--- src/rtl/slb_pkg.sv ---
// package: register map, field layout and timing constants of the low-power/break status block
package slb_pkg;
	// byte addresses of the three registers
	localparam logic [15:0] BRK_STATUS_ADDR = 16'hFE00;
	localparam logic [15:0] RST_CAUSE_ADDR = 16'hFE01;
	localparam logic [15:0] BRK_FLAG_CTRL_ADDR = 16'hFE03;
	// field positions
	localparam int BREAK_EXIT_BIT = 1;
	localparam int BREAK_CLEAR_EN_BIT = 7;
	localparam int CAUSE_POR_BIT = 7;
	localparam int CAUSE_PIN_BIT = 6;
	localparam int CAUSE_WDOG_BIT = 5;
	localparam int CAUSE_BADOP_BIT = 4;
	localparam int CAUSE_BADADDR_BIT = 3;
	localparam int CAUSE_MON_BIT = 2;
	localparam int CAUSE_LOWV_BIT = 1;
	// reset values
	localparam logic [7:0] BRK_STATUS_RST = 8'h00;
	localparam logic [7:0] BRK_FLAG_CTRL_RST = 8'h00;
	localparam logic [7:0] RST_CAUSE_POR_VAL = 8'h80;
	// vector byte value for blank reset vector
	localparam logic [7:0] BLANK_VECTOR = 8'hFF;
	// stop recovery lengths in oscillator cycles
	localparam int STOP_REC_LONG = 4096;
	localparam int STOP_REC_SHORT = 32;
	localparam int REC_CNT_W = 13;
	// reset causes reported with a reset event
	typedef struct packed {
		logic por;
		logic pin;
		logic wdog;
		logic badOpcode;
		logic badAddrFetch;
		logic monitorEntry;
		logic lowVoltage;
	} slb_cause_t;
	// power state
	typedef enum logic [1:0] {PS_RUN, PS_WAIT, PS_STOP, PS_RECOVER} slb_pstate_t;
endpackage : slb_pkg

--- src/rtl/slb_lowpower_break.sv ---
// low-power sequencing, break flag protection and status registers
`timescale 1ns/1ps
// Functional notes
// - clear-enable zero in break protects flags
// - clear-enable one allows normal flag clearing
// - flags cleared in break stay cleared
// - two-step clears protected, finish after break
// - wait/stop clear interrupt mask, stop processor
// - wait gates processor clock, peripherals run
// - wait wake stacking starts one cycle later
// - reset or break ends wait, sets flag
// - watchdog active in wait unless disabled
// - stop resets counter, disables clock output
// - stop exits; stacking after recovery time
// - recovery 4096 or 32 oscillator cycles
// - break in stop sets break-exit flag
// - counter held until recovery, then times
// - three registers at fixed addresses
// - break-exit flag set, write-zero/reset clear
// - reading cause register clears; POR sets only POR
// - cause flag set for last reset source
// - bad-address flag for opcode fetches only
// - monitor flag on blank vector, pin high
// - break forces software-interrupt vector
module slb_lowpower_break #(
	parameter int STOP_REC_LONG_CYC = slb_pkg::STOP_REC_LONG,
	parameter int STOP_REC_SHORT_CYC = slb_pkg::STOP_REC_SHORT
) (
	input wire logic clk,
	input wire logic rst_n,
	input wire logic icClkTick,
	input wire logic porEvent,
	input wire slb_pkg::slb_cause_t resetCause,
	input wire logic badAddrIsFetch,
	input wire logic [7:0] vectorHi,
	input wire logic [7:0] vectorLo,
	input wire logic extIntPinHigh,
	input wire logic shortStopRecovery,
	input wire logic watchdogDisable,
	input wire logic waitExec,
	input wire logic stopExec,
	input wire logic moduleIrq,
	input wire logic breakReq,
	input wire logic [15:0] paddr,
	input wire logic psel,
	input wire logic penable,
	input wire logic pwrite,
	input wire logic [31:0] pwdata,
	output logic [31:0] prdata,
	output logic pready,
	output logic pslverr,
	output logic cpuClkEn,
	output logic periphClkEn,
	output logic clearIntMask,
	output logic stackStart,
	output logic forceSwiVector,
	output logic flagClearAllow,
	output logic watchdogRun
);
	import slb_pkg::*;

	// ************************************************
	// bus decode
	// ************************************************
	logic accessPhase;
	logic wrBrk, wrCtrl, rdCause, hit;
	assign accessPhase = psel && penable;
	assign hit = (paddr == BRK_STATUS_ADDR) || (paddr == RST_CAUSE_ADDR) || (paddr == BRK_FLAG_CTRL_ADDR);
	assign wrBrk = accessPhase && pwrite && (paddr == BRK_STATUS_ADDR);
	assign wrCtrl = accessPhase && pwrite && (paddr == BRK_FLAG_CTRL_ADDR);
	assign rdCause = accessPhase && !pwrite && (paddr == RST_CAUSE_ADDR);

	// ************************************************
	// power state machine
	// ************************************************
	slb_pstate_t pState_q;
	logic breakActive_q;
	logic [REC_CNT_W-1:0] recCnt_q;
	logic recDone;
	logic [REC_CNT_W-1:0] recTarget;
	logic breakExitEv;
	assign recTarget = shortStopRecovery ? REC_CNT_W'(STOP_REC_SHORT_CYC - 1) : REC_CNT_W'(STOP_REC_LONG_CYC - 1);
	assign recDone = (pState_q == PS_RECOVER) && icClkTick && (recCnt_q == recTarget);
	// break ends wait or stop; only at the exit itself, so a held
	// break during recovery cannot re-set a flag that software cleared
	assign breakExitEv = breakReq && ((pState_q == PS_WAIT) || (pState_q == PS_STOP));

	// state transitions; reset itself is the exit on reset
	always_ff @(posedge clk or negedge rst_n) begin
		if (!rst_n) begin
			pState_q <= PS_RUN;
		end else begin
			unique case (pState_q)
				PS_RUN: begin
					if (stopExec) begin
						pState_q <= PS_STOP;
					end else if (waitExec) begin
						pState_q <= PS_WAIT;
					end
				end
				PS_WAIT: begin
					if (moduleIrq || breakReq) begin
						pState_q <= PS_RUN;
					end
				end
				PS_STOP: begin
					if (moduleIrq || breakReq) begin
						pState_q <= PS_RECOVER;
					end
				end
				PS_RECOVER: begin
					if (recDone) begin
						pState_q <= PS_RUN;
					end
				end
			endcase
		end
	end

	always_ff @(posedge clk or negedge rst_n) begin
		if (!rst_n) begin
			recCnt_q <= '0;
		end else if (pState_q != PS_RECOVER) begin
			recCnt_q <= '0; // also reset on stop entry
		end else if (icClkTick) begin
			recCnt_q <= recCnt_q + REC_CNT_W'(1);
		end
	end

	// clock gating and mask clear, registered outputs
	always_ff @(posedge clk or negedge rst_n) begin
		if (!rst_n) begin
			cpuClkEn <= 1'b1;
			periphClkEn <= 1'b1;
			clearIntMask <= 1'b0;
			watchdogRun <= 1'b0;
		end else begin
			// mask clear on wait or stop
			clearIntMask <= (pState_q == PS_RUN) && (waitExec || stopExec);
			cpuClkEn <= (pState_q == PS_RUN) ? !(waitExec || stopExec) :
				((pState_q == PS_WAIT) && (moduleIrq || breakReq)) || recDone;
			periphClkEn <= (pState_q == PS_RUN) ? !stopExec :
				(pState_q == PS_WAIT) || recDone;
			watchdogRun <= !watchdogDisable && (pState_q != PS_STOP) && (pState_q != PS_RECOVER);
		end
	end

	// stacking strobe, one pulse per wake, none while break is held
	always_ff @(posedge clk or negedge rst_n) begin
		if (!rst_n) begin
			stackStart <= 1'b0;
		end else begin
			stackStart <= ((pState_q == PS_WAIT) && moduleIrq && !breakReq) || (recDone && !breakActive_q);
		end
	end

	// ************************************************
	// break state and flag protection
	// ************************************************
	logic breakClearEn_q;
	always_ff @(posedge clk or negedge rst_n) begin
		if (!rst_n) begin
			breakActive_q <= 1'b0;
			forceSwiVector <= 1'b0;
		end else begin
			breakActive_q <= breakReq;
			forceSwiVector <= breakReq && !breakActive_q;
		end
	end

	always_ff @(posedge clk or negedge rst_n) begin
		if (!rst_n) begin
			breakClearEn_q <= BRK_FLAG_CTRL_RST[BREAK_CLEAR_EN_BIT];
		end else if (wrCtrl) begin
			breakClearEn_q <= pwdata[BREAK_CLEAR_EN_BIT];
		end
	end

	// qualifier seen by peripherals at each clearing access; a flag that
	// is cleared stays cleared because nothing here restores it
	always_ff @(posedge clk or negedge rst_n) begin
		if (!rst_n) begin
			flagClearAllow <= 1'b1;
		end else begin
			flagClearAllow <= !breakReq || breakClearEn_q;
		end
	end

	// ************************************************
	// status registers
	// ************************************************
	logic breakExit_q;
	logic [7:0] causeReg_q;
	logic monitorEntry;
	always_ff @(posedge clk or negedge rst_n) begin
		if (!rst_n) begin
			breakExit_q <= BRK_STATUS_RST[BREAK_EXIT_BIT];
		end else if (breakExitEv) begin
			breakExit_q <= 1'b1;
		end else if (wrBrk && !pwdata[BREAK_EXIT_BIT]) begin
			breakExit_q <= 1'b0;
		end
	end

	assign monitorEntry = resetCause.monitorEntry && (vectorHi == BLANK_VECTOR) &&
		(vectorLo == BLANK_VECTOR) && extIntPinHigh;

	// causes are presented for one clock after release; power-on loads RST_CAUSE_POR_VAL, a read of it or rst_n clears the register
	always_ff @(posedge clk or negedge rst_n) begin
		if (!rst_n) begin
			causeReg_q <= 8'h00;
		end else if (porEvent || resetCause.por) begin
			causeReg_q <= RST_CAUSE_POR_VAL;
		end else if (resetCause != '0) begin
			causeReg_q[CAUSE_PIN_BIT] <= causeReg_q[CAUSE_PIN_BIT] | resetCause.pin;
			causeReg_q[CAUSE_WDOG_BIT] <= causeReg_q[CAUSE_WDOG_BIT] | resetCause.wdog;
			causeReg_q[CAUSE_BADOP_BIT] <= causeReg_q[CAUSE_BADOP_BIT] | resetCause.badOpcode;
			causeReg_q[CAUSE_BADADDR_BIT] <= causeReg_q[CAUSE_BADADDR_BIT] |
				(resetCause.badAddrFetch && badAddrIsFetch);
			causeReg_q[CAUSE_MON_BIT] <= causeReg_q[CAUSE_MON_BIT] | monitorEntry;
			causeReg_q[CAUSE_LOWV_BIT] <= causeReg_q[CAUSE_LOWV_BIT] | resetCause.lowVoltage;
		end else if (rdCause) begin
			causeReg_q <= 8'h00;
		end
	end

	// ************************************************
	// apb slave, zero wait states
	// ************************************************
	// eight bits, others zero
	always_ff @(posedge clk or negedge rst_n) begin
		if (!rst_n) begin
			prdata <= '0;
			pready <= 1'b0;
			pslverr <= 1'b0;
		end else begin
			pready <= psel && !penable;
			pslverr <= psel && !penable && !hit;
			prdata <= '0;
			if (psel && !penable && !pwrite) begin
				if (paddr == BRK_STATUS_ADDR) begin
					prdata[BREAK_EXIT_BIT] <= breakExit_q;
				end else if (paddr == RST_CAUSE_ADDR) begin
					prdata[7:0] <= causeReg_q;
				end else if (paddr == BRK_FLAG_CTRL_ADDR) begin
					prdata[BREAK_CLEAR_EN_BIT] <= breakClearEn_q;
				end
			end
		end
	end
endmodule : slb_lowpower_break

--- config.mk ---
export PLATFORM = sky130hd
export DESIGN_NAME = slb_lowpower_break
export DESIGN_NICKNAME = d
export VERILOG_FILES = /design/src/rtl/slb_pkg.sv /design/src/rtl/slb_lowpower_break.sv
export SDC_FILE = /design/constraint.sdc
export NUM_CORES = 1
export LEC_CHECK = 0
export BUFFER_PORTS_ARGS = -buffer_cell sky130_fd_sc_hd__buf_2
export CORE_MARGIN = 3
export CORE_UTILIZATION = 47
export CTS_CLUSTER_DIAMETER = 30
export DETAILED_ROUTE_END_ITERATION = 10
export GPL_ROUTABILITY_DRIVEN = 0
export PLACE_DENSITY = 0.85
export SKIP_LAST_GASP = 1
export SYNTH_ARGS = -nofsm -noshare
export SYNTH_HDL_FRONTEND = slang
export SYNTH_SLANG_ARGS = --single-unit
--- constraint.sdc ---
create_clock -name clk -period 2.63 [get_ports clk]
set_input_delay 0.3945 -clock clk [delete_from_list [all_inputs] [get_ports clk]]
set_output_delay 0.3945 -clock clk [all_outputs]
set_load 0.02 [all_outputs]
# == Yosys cells after proc, flatten, opt, wreduce, memory -nomap -nowiden ==
# Cells that the tools add are included.
# word_totals
ff_bits,43
inputBits,86
output_inout_bits,41
word_cells,117
# op_classes
add_sub_neg,1
n_eq_ne,16
muxes,25
bitwise_logic,6
n_reduce_logical,52
# ops
op,count
$eq A16 B16 Y1 const B,3
$mux W13,2
$logic_and A1 B1 Y1,25
$mux W8,3
$eq A8 B8 Y1 const B,2
$add A13 B1 Y13 const B,1
$eq A13 B12 Y1,1
$mux W12,1
$mux W6,2
$logic_or A1 B1 Y1,10
$mux W1,10
$mux W2,5
$logic_not A1 Y1,9
$ne A2 B2 Y1 const B,4
$pmux W2 S4,1
$mux W7,1
$reduce_bool A7 Y1,1
$or A1 B1 Y1,6
$reduce_bool A2 Y1,3
$eq A2 B2 Y1 const B,2
$ne A2 B1 Y1 const B,2
$reduce_and A4 Y1,1
$ne A3 B3 Y1 const B,1
$reduce_bool A3 Y1,1
other kinds (3),3

# == Longest topological paths before layout ==
# Gate-level depths: netlist of the first run.
# logic_depth
ltp_word,7
ltp_mapped,6
depth_no_buf,6

# == Worst setup path before layout of the first run ==
# No wires, ideal clock.
# synth_timing
kind,input port to flip-flop
start,input paddr[3]
end,register breakClearEn_q
setup_ps,125
arrival_time_ps,1520
required_time_ps,2505
path_slack_ps,985
cell_stages,4
path_buffers,0
cell_sequence,nor4_1 -> nand4_1 -> nor4_1 -> mux2_2
# synth_via
elab_chain_len,2
# synth_rtl
item,line_no,rtl
start: declaration,slb_lowpower_break.sv:44,"input wire logic [15:0] paddr,"
$eq A16 B16 Y1,slb_lowpower_break.sv:70,assign wrCtrl = accessPhase && pwrite && (paddr == BRK_FLAG_CTRL_ADDR);
$logic_and A1 B1 Y1,slb_lowpower_break.sv:70,
end signal: assignment,slb_lowpower_break.sv:173,breakClearEn_q <= BRK_FLAG_CTRL_RST[BREAK_CLEAR_EN_BIT];
end signal: assignment,slb_lowpower_break.sv:175,breakClearEn_q <= pwdata[BREAK_CLEAR_EN_BIT];
end: declaration,slb_lowpower_break.sv:160,logic breakClearEn_q;
# No other way between the ends.
# A chain may end at the register's enable or synchronous reset.

# == Worst setup path after layout of the first run ==
# layout_timing
start,register pState_q[0]
end,register pState_q[1]
# layout_via
elab_chain_len,5
word_cells_on_any_way,12
classes_between,eq/ne: 7; mux: 1; reduce/logical: 4
# layout_rtl
item,line_no,rtl
start: declaration,slb_lowpower_break.sv:76,slb_pstate_t pState_q;
start signal: assignment,slb_lowpower_break.sv:91,pState_q <= PS_RUN;
start signal: assignment,slb_lowpower_break.sv:96,pState_q <= PS_STOP;
start signal: assignment,slb_lowpower_break.sv:98,pState_q <= PS_WAIT;
$eq A2 B2 Y1,"slb_lowpower_break.sv:83, slb_lowpower_break.sv:93",
$logic_and A1 B1 Y1 (2 in series),slb_lowpower_break.sv:83,assign recDone = (pState_q == PS_RECOVER) && icClkTick && (recCnt_q == recTarget);
$ne A2 B2 Y1 (no source line),n/a,
$reduce_and A4 Y1 (no source line),n/a,
# Parallel ways exist; a longest one is shown, timed or not.

==> metrics.txt, run 1 <==
Core Util, Final 58.4%; I/O Pins 127; XOR/XNOR Fraction of Synth Area 4.46%; Post-Syn Instances 211; DR WL/cell 12.6 microns; gr ovfl total 0; post-synthesis adder-cell area fraction 2.90%; Die Area 5440 sq um; slowest CP cell dfrtp_1; Synth top area share 44.1%; clk_lat worst skew 0.29 ns; Max VDD drop 0.249 mV; post-synthesis mux area share 2.84%; Post-DRT Antenna Nets 0; post_cts resized 0; highest routed layer met4; ranking of synthesized cells by area dfrtp_1 (44%), buf_4 (8.7%), and2_1 (4.6%); CTS tree done; r2r startpoint pState_q[0]$_DFFE_PN0P_; Root Buffer clkbuf_8; share of cells above drive strength 1 29.2%; cell taking the most area after synthesis dfrtp_1; pre-CTS WS 0.689 ns; Via Count 1741; CP Capture Type register; clock sink count 41; IO Port Bufs 71; met2 wire len 2200 microns; Post-Syn Area 2160 sq um; Ant. Diodes 0; hold_ws 0.207 ns; crit path cell chain inv_1 -> ha_1 -> nor3b_1 -> a211oi_1 -> a31oi_1 -> mux2i_1; dpl hpwl 3410 microns; total power 1.53 mW; Starting DRT DRC Count 105; compound-cell area share of the yosys netlist 7.19%; Synth async-reset ratio 100%; postcts setup bufs 0; final hold vios 0; post-synthesis simple-gate area fraction 24.5%; CTS H-tree lvls 2; Max Freq 572 MHz; leakage 1.32 nW; Syn. warnings 0; final wirelength 4300 microns; post-synthesis cell type count 42; worst slew pin tran 0.857 ns; drt drc 0; Reg2Reg Depth 6; CTS clk-pin slew, worst paths 0.08 ns; largest family of logic cells by synthesized area simple AND/OR/NAND/NOR gates; Crit Path Max Fanout 6; fill cell count 386; total of max-cap violations 0; WL met1 1690 microns; vias in the first global route 1674; Worst Skew 0.00909 ns; vias per cell 5.12; first-pass GRT wire length 6980 microns; crit path DAT 1.95 ns; most frequent cells after synthesis dfrtp_1 (38), buf_4 (25), and2_1 (16); final period utilization 66.4%; max incr delay on CP 0.40 ns; clk buf depth 2; Min Clock Period, post-route 1.75 ns; Die Y 73.8 microns; Worst Setup Start Kind register; Num CTS Buffers 5; Final nets 378; Cell Rows 24; outcome finished clean; total core area 4380 sq um; initial antenna violation count 0; Post-synth EDFFs 0; Pwr per Cell Area 597 nW/um^2; Slew Limit Fails 0; synthesis-to-layout area growth 18.6%; Die X 73.8 microns; #FFs+latches synth 41; drt first pass iters 4; Hold Crit Class primary input to async pin; crit path from pState_q[0]$_DFFE_PN0P_; setup violators final 0; metal3 WL 325 microns; setup TNS 0 ns; final worst slack 0.883 ns; RSZ-0062 raised after global routing no; CTS Hold Bufs 0; ys flop type dfrtp_1; Worst slew margin 42.9%; global-route usage over all layers 16.6%; top-count cell post-synth dfrtp_1; largest net degree at the start of global routing 42; WS Path Type register to register; worst path required time 2.84 ns; Initial Utilization 49.2%; Mean Syn Cell Area 10.2 sq um; sequential-to-total area share from yosys stat 47.7%
[state kept, by name, indices dropped and copies added, names as in the netlist]
| register | cells |
|---|---|
| pslverr | 1 |
| forceSwiVector | 1 |
| cpuClkEn | 1 |
| watchdogRun | 1 |
| breakClearEn_q | 1 |
| causeReg_q | 7 |
| stackStart | 1 |
| periphClkEn | 1 |
| pready | 1 |
| pState_q | 2 |
| recCnt_q | 13 |
| clearIntMask | 1 |
| flagClearAllow | 1 |
| prdata | 7 |
| breakExit_q | 1 |
| breakActive_q | 1 |
[layout by cell type (no fill, tap or decap), types with 2 or more instances in the layout]
cell type and n:
nand2b_1 2, nand4b_1 2, clkinv_2 2, o21a_1 2, a21boi_0 3, nor3_1 5
a31oi_1 2, nand4_1 8, xor2_1 5, nor2b_1 3, nand3_1 8, ha_1 5
or4_1 3, nor4_1 7, xnor2_1 6, dfstp_2 3, nor2_1 13, and2_1 16
inv_1 8, a21oi_1 3, nand2_1 7, o31a_1 2, dfrtp_1 38, and4_1 6
o21ai_0 7, o22ai_1 2, buf_2 71, clkbuf_8 5, conb_1 25, mux2i_1 5
[cell families (layout without fill, tap and decap cells)]
family,count (synthesis),after routing
DFF,41,41
xor gates and xnor gates,11,11
adders and majority gates,5,5
buffers and inverters,34,87
and+or+nand+nor,89,89
other,1,25
muxes,6,6
AOI/OAI and AO/OA,24,24
[per-stage QoR]
stage,cell area [sq um],cells
6_report,2560,340
3_3_place_gp,2480,332
3_5_place_dp,2480,332
4_1_cts,2560,340
5_1_grt,2560,340
2_1_floorplan,2250,235
[per-layer routing]
metal / GRT usage (%) / vias to the layer above
met5: 0 / -
met4: 7.24 / 0
met3: 3.56 / 10
met2: 29.9 / 81
met1: 18.5 / 798
li1: - / 852
[cell type report]
cell class / count / area, sq um / share of cell area, %
Timing Repair Buffer: 71 / 355 / 13.9
Multi-Input combinational cell: 160 / 997 / 39.0
Clock inverter: 2 / 10.0 / 0.391
Sequential cell: 41 / 1030 / 40.2
Clock buffer: 6 / 72.6 / 2.83
Tap cell: 52 / 65.1 / 2.54
Inverter: 8 / 30.0 / 1.17
[report_power, final]
group | switching, mW | internal [mW]
Clock | 0.212 | 0.184
Sequential | 0.0239 | 0.698
Combinational | 0.252 | 0.159
Total | 0.487 | 1.04
[worst max-delay path: cells and delay by family (launching register included)]
kind / cells / cell delay (ns)
flip-flops: 1 / 0.40
AO/OA/AOI/OAI: 2 / 0.38
AND/OR/NAND/NOR: 1 / 0.29
adder cells (fa/ha/maj): 1 / 0.27
multiplexers: 1 / 0.23
buffers and inverters: 1 / 0.10
[final timing paths]
kind / endpoint / slack [ns]
max in group asynchronous: pready$_DFF_PN0_ / 1.88
hold reg to reg: forceSwiVector$_DFF_PN0_ / 0.43
min in group clk: watchdogRun$_DFF_PN0_ / 0.26
hold / removal: recCnt_q[5]$_DFFE_PN0P_ / 0.21
setup / recovery: pState_q[1]$_DFFE_PN0P_ / 0.88
setup reg to reg: pState_q[1]$_DFFE_PN0P_ / 0.88
Note: power is estimated with default switching activity, not from simulation.
==> run 2, diff against run 1 <==
Settings changed: ABC_AREA set to 1, CORE_UTILIZATION 47 to 44, PLACE_DENSITY 0.85 to 0.8.
Clock period 2.63 ns to 1.63 ns, I/O delays scaled along.
==> run 2 against run 1 <==
Synthesized area up 5.5%; sequential power up 59%; synthesized cell count up 38%; global-route usage down 1.1 points; register-to-register slack worse by 0.76 ns; via count up 18%; clock skew down 0.0034 ns; maximum frequency up 16%; critical path type unchanged.
==> metrics.txt, run 2 <==
outcome finished clean (unchanged); Crit Path Max Fanout 4 (was 6); CTS H-tree lvls 2 (unchanged); first-pass GRT wire length 7720 microns (was 6980 microns); Ant. Diodes 0 (unchanged); Die Area 6070 sq um (was 5440 sq um); Post-Syn Instances 291 (was 211); CTS clk-pin slew, worst paths 0.07 ns (was 0.08 ns); final worst slack 0.122 ns (was 0.883 ns); Mean Syn Cell Area 7.83 sq um (was 10.2 sq um); Syn. warnings 0 (unchanged); clk buf depth 2 (unchanged); drt first pass iters 4 (unchanged); clock sink count 41 (unchanged); number of flip-flops in the largest register 13 (unchanged); most frequent cells in the layout buf_2 (71), nand2_1 (62), dfrtp_1 (38) (was buf_2 (71), dfrtp_1 (38), conb_1 (25)); R2R setup slack 0.12 ns (was 0.88 ns); Via Count 2060 (was 1741); CP Capture Type register (unchanged); final hold vios 0 (unchanged); synthesis-to-layout area growth 21.7% (was 18.6%); Min Clock Period, post-route 1.51 ns (was 1.75 ns); Worst Setup Start Kind register (unchanged); r2r startpoint recCnt_q[0]$_DFFE_PN0P_ (was pState_q[0]$_DFFE_PN0P_); dpl hpwl 3780 microns (was 3410 microns); total core area 4850 sq um (was 4380 sq um); gr ovfl total 0 (unchanged); Post-DRT Antenna Nets 0 (unchanged); ranking of synthesized cells by area dfrtp_1 (42%), nand2_1 (10%), buf_4 (8.2%) (was dfrtp_1 (44%), buf_4 (8.7%), and2_1 (4.6%)); sequential-to-total area share from yosys stat 45.2% (was 47.7%); Synth async-reset ratio 100% (unchanged); Reg2Reg Depth 8 (was 6); FF-to-FF End pState_q[0]$_DFFE_PN0P_ (was pState_q[1]$_DFFE_PN0P_); final wirelength 4710 microns (was 4300 microns); Core Util, Final 57.2% (was 58.4%); IO Port Bufs 71 (unchanged); initial antenna violation count 0 (unchanged); Synth top area share 41.8% (was 44.1%); Hold Crit Class primary input to register (was primary input to async pin); commonest non-fill, non-tap cell in the layout buf_2 (unchanged); Worst Skew 0.00571 ns (was 0.00909 ns); total of max-cap violations 0 (unchanged); Post-Syn Area 2280 sq um (was 2160 sq um); Max VDD drop 0.581 mV (was 0.249 mV); fill cell count 449 (was 386); CTS tree done (unchanged); Most flops, register recCnt_q (unchanged); cell taking the most area after synthesis dfrtp_1 (unchanged); Final nets 462 (was 378); DR WL/cell 10.7 microns (was 12.6 microns); vias in the first global route 1884 (was 1674); ys flop type dfrtp_1 (unchanged); Cell Rows 25 (was 24); top-count cell post-synth nand2_1 (was dfrtp_1); crit path DAT 1.69 ns (was 1.95 ns); clk_lat worst skew 0.29 ns (about the same); register area 1030 sq um (unchanged); leakage 1.45 nW (was 1.32 nW); #FFs+latches synth 41 (unchanged); I/O Pins 127 (unchanged); Post-synth EDFFs 0 (unchanged); Die Y 77.9 microns (was 73.8 microns); multi-input logic area 1010 sq um (was 997 sq um); vias per cell 4.69 (was 5.12); worst path required time 1.81 ns (was 2.84 ns); WS Path Type register to register (unchanged); Regs by FF count recCnt_q: 13 flops, causeReg_q: 7 flops, prdata: 7 flops (unchanged); share of cells above drive strength 1 28.0% (was 29.2%); post-synthesis cell type count 24 (was 42); Starting DRT DRC Count 58 (was 105); drt drc 0 (unchanged); largest net degree at the start of global routing 24 (was 42); Cells on Worst Hold Path 2; Max Freq 663 MHz (was 572 MHz); final period utilization 92.5% (was 66.4%); Slew Limit Fails 0 (unchanged); Pwr per Cell Area 926 nW/um^2 (was 597 nW/um^2); Die X 77.9 microns (was 73.8 microns); hold path start watchdogDisable; Root Buffer clkbuf_8 (unchanged); setup violators final 0 (unchanged); global-route usage over all layers 15.4% (was 16.6%); pre-CTS WS 0.157 ns (was 0.689 ns); hold path endpoint watchdogRun$_DFF_PN0_; Num CTS Buffers 5 (unchanged); most frequent cells after synthesis nand2_1 (62), nor2_1 (39), dfrtp_1 (38) (was dfrtp_1 (38), buf_4 (25), and2_1 (16)); Initial Utilization 47.0% (was 49.2%)
run 2: kinds of logic after synthesis:
logic type	count (synthesis)	share of synthesized area [%]
AO/OA/AOI/OAI	30	6.92
adder cells (fa/ha/maj)	5	2.75
buffers and inverters	63	14.6
flip-flops	41	45.2
other	1	0.165
AND/OR/NAND/NOR	151	30.4
run 2: critical path, cell delays in order, from the launching register on:
cell and delay (ns):
dfrtp_1 0.40, ha_1 0.21, nand3_1 0.18, nor3_2 0.22
nand3_2 0.14, nand2_2 0.11, nand2_2 0.05, nand2_1 0.05
nand2_1 0.05
run 2: area by class of cell:
type	instances	share of cell area (%)
flip-flops and latches	41	37.2
multi-input cells	211	36.5
repair buffers	75	14.4
inverters	37	5.01
well taps	67	3.02
clock buffers	6	2.62
clock inverters	2	1.26
run 2: how the worst max path moves through the flow:
stage / start / to / slack, ns / depth (start not counted)
2_1_floorplan: pState_q[0]$_DFFE_PN0P_ / pState_q[0]$_DFFE_PN0P_ / 0.28 / 8
3_3_place_gp: recCnt_q[0]$_DFFE_PN0P_ / recCnt_q[10]$_DFFE_PN0P_ / 0.22 / 7
3_5_place_dp: recCnt_q[0]$_DFFE_PN0P_ / recCnt_q[10]$_DFFE_PN0P_ / 0.16 / 7
4_1_cts: recCnt_q[0]$_DFFE_PN0P_ / recCnt_q[10]$_DFFE_PN0P_ / 0.13 / 7
5_1_grt: recCnt_q[0]$_DFFE_PN0P_ / recCnt_q[10]$_DFFE_PN0P_ / -0.02 / 8
6_report: recCnt_q[0]$_DFFE_PN0P_ / pState_q[0]$_DFFE_PN0P_ / 0.12 / 8
run 2: power breakdown:
| part | internal (mW) | total [mW] | leakage [nW] | switching [mW] |
|---|---|---|---|---|
| combinational | 0.219 | 0.629 | 0.852 | 0.411 |
| sequential | 1.11 | 1.15 | 0.539 | 0.0377 |
| clock | 0.454 | 0.789 | 0.0552 | 0.334 |
run 2: timing repair:
action,4_1_cts,5_1_grt
endpoints found under the setup margin,0,1
hold buffers,1,0
gates resized for setup,0,2
setup buffers,0,1
hold endpoints to repair,18,0
run 2: routing by layer:
metal  track usage (%)  up-vias  part of all wire, %
li1                  -     1035                    -
met1              18.1      951                   40
met2              28.0       69                   52
met3              3.71        5                  6.8
met4              4.20        0                 0.85
met5                 0        -                    0
run 2: through the flow:
| step | setup TNS [ns] | instance area [sq um] | std cells | hold WS, ns | power, mW |
|---|---|---|---|---|---|
| after global placement | 0 | 2640 | 429 | 0.210 | 1.78 |
| final | 0 | 2770 | 439 | 0.0981 | 2.57 |
| after global routing | -0.0289 | 2770 | 439 | 0.0823 | 2.73 |
| after CTS | 0 | 2760 | 438 | 0.0878 | 2.60 |
| after detailed placement | 0 | 2640 | 429 | 0.219 | 1.80 |
| after floorplan | 0 | 2370 | 315 | -0.0511 | 1.63 |
==> run 3, diff against run 2 <==
Settings changed: CORE_ASPECT_RATIO set to 1.25.
==> run 3 against run 2 <==
Non-clock buffer count is 2 lower; critical endpoint is now recCnt_q[10]$_DFFE_PN0P_; register-to-register slack improved by 0.04 ns; critical path type unchanged; clock skew down 0.0032 ns; hold slack worse by 0.096 ns; sequential share of layout area rose by 0.89 points; wire length decreased by 5.0%; sequential power about the same; flip-flop and latch count stayed put; clock-buffer cell count up 1; highest routed layer unchanged; power decreased by 6.0%; via count is 1.3% lower.
==> metrics.txt, run 3 (synthesized netlist as in run 2, its figures left out) <==
outcome finished clean (unchanged); dpl hpwl 3630 microns (was 3780 microns); Max Freq 683 MHz (was 663 MHz); leakage 1.42 nW (was 1.45 nW); crit path DAT 1.67 ns (was 1.69 ns); clk_lat worst skew 0.28 ns (was 0.29 ns); Hold Crit Class primary input to async pin (was primary input to register); vias in the first global route 1861 (was 1884); setup TNS 0 ns (unchanged); Num CTS Buffers 5 (unchanged); Die Y 86.4 microns (was 77.9 microns); Initial Utilization 46.8% (was 47.0%); drt first pass iters 4 (unchanged); DR WL/cell 10.4 microns (was 10.7 microns); placed cells 422 (was 429); most frequent cells in the layout buf_2 (71), nand2_1 (62), nor2_1 (39) (was buf_2 (71), nand2_1 (62), dfrtp_1 (38)); vias per cell 4.74 (was 4.69); I/O Pins 127 (unchanged); CTS Hold Bufs 0 (was 1); clk buf depth 2 (unchanged); worst path required time 1.83 ns (was 1.81 ns); Reg2Reg Depth 7 (was 8); CTS tree done (unchanged); CP Capture Type register (unchanged); Worst Setup Start Kind register (unchanged); Root Buffer clkbuf_8 (unchanged); Slew Limit Fails 0 (unchanged); drt drc 0 (unchanged); Crit Path Max Fanout 4 (unchanged); final hold vios 0 (unchanged); Die X 70.3 microns (was 77.9 microns); gr ovfl total 0 (unchanged); initial antenna violation count 0 (unchanged); total core area 4870 sq um (was 4850 sq um); Final nets 460 (was 462); Ant. Diodes 0 (unchanged); final period utilization 89.8% (was 92.5%); Pwr per Cell Area 892 nW/um^2 (was 926 nW/um^2); fill cell count 446 (was 449); Die Area 6080 sq um (was 6070 sq um); post_cts resized 0 (unchanged); CTS H-tree lvls 2 (unchanged); CTS clk-pin slew, worst paths 0.07 ns (about the same); synthesis-to-layout area growth 18.8% (was 21.7%); Most flops, register recCnt_q (unchanged); commonest non-fill, non-tap cell in the layout buf_2 (unchanged); first-pass GRT wire length 7400 microns (was 7720 microns); Cell Rows 28 (was 25); global-route usage over all layers 15.0% (was 15.4%); postcts setup bufs 0 (unchanged); IO Port Bufs 71 (unchanged); Max VDD drop 0.382 mV (was 0.581 mV); number of flip-flops in the largest register 13 (unchanged); Layout Cells excl Fill 429 (was 439); clock sink count 41 (unchanged); Worst Skew 0.00248 ns (was 0.00571 ns); RSZ-0062 raised after global routing no; final wirelength 4470 microns (was 4710 microns); share of cells above drive strength 1 27.1% (was 28.0%); setup violators final 0 (unchanged); Post-DRT Antenna Nets 0 (unchanged); Via Count 2034 (was 2060); WS Path Type register to register (unchanged); largest net degree at the start of global routing 42 (was 24); Starting DRT DRC Count 55 (was 58); Min Clock Period, post-route 1.46 ns (was 1.51 ns); Regs by FF count recCnt_q: 13 flops, causeReg_q: 7 flops, prdata: 7 flops (unchanged); total of max-cap violations 0 (unchanged)
[run 3: changes by cell type in the layout (fill, tap and decap cells not counted), sizes merged]
cell,change
bufinv,-1
clkinv,-1
buf,-1
clkbuf,+1
dlygate4sd3,-1
[run 3: worst max-delay path: stages (launching register included)]
cell,delay [ns]
dfrtp_1,0.39
ha_1,0.20
nand3_1,0.14
nor2_1,0.17
nand3_1,0.09
nor2_1,0.17
nand2_1,0.07
a21oi_1,0.16
[run 3: metal layers]
layer	vias up	GRT usage, %	routed length (microns)
met5	-	0	0
li1	1027	-	-
met4	0	5.40	63
met3	8	3.13	332
met2	73	28.9	2390
met1	926	15.9	1680
[run 3: layout make-up]
class	count	area [sq um]	share of cell area (%)
Sequential cell	41	1030	38.0
Clock buffer	7	86.3	3.19
Inverter	37	139	5.13
Timing Repair Buffer	73	370	13.7
Tap cell	60	75.1	2.77
Multi-Input combinational cell	211	1010	37.2
[run 3: path summary, 6_finish.rpt]
kind                                          from                  endpoint  slack [ns]
min in group clk                   watchdogDisable     watchdogRun$_DFF_PN0_        0.11
max                        recCnt_q[0]$_DFFE_PN0P_  recCnt_q[10]$_DFFE_PN0P_        0.17
min reg2reg                breakActive_q$_DFF_PN0_  forceSwiVector$_DFF_PN0_        0.42
max reg2reg                recCnt_q[0]$_DFFE_PN0P_  recCnt_q[10]$_DFFE_PN0P_        0.17
max in group asynchronous                    rst_n     periphClkEn$_DFF_PN1_        1.25
min                                          rst_n  recCnt_q[11]$_DFFE_PN0P_       0.002
[run 3: metrics by stage]
step                      hold slack, ns  instance area [sq um]  total power, mW  setup WS (ns)  utilization [%]
after detailed placement           0.340                   2620             1.80          0.180             53.8
after global routing              0.0525                   2710             2.58         0.0280             55.6
after floorplan                  -0.0511                   2370             1.63          0.280                -
after CTS                         0.0253                   2710             2.45          0.170             55.6
final                            0.00206                   2710             2.41          0.167             55.6
after global placement             0.324                   2620             1.78          0.224             53.8
[run 3: power by group]
group          internal [mW]  switching (mW)  total (mW)
registers               1.11          0.0397        1.15
logic                  0.214           0.407       0.621
clock network          0.336           0.306       0.641
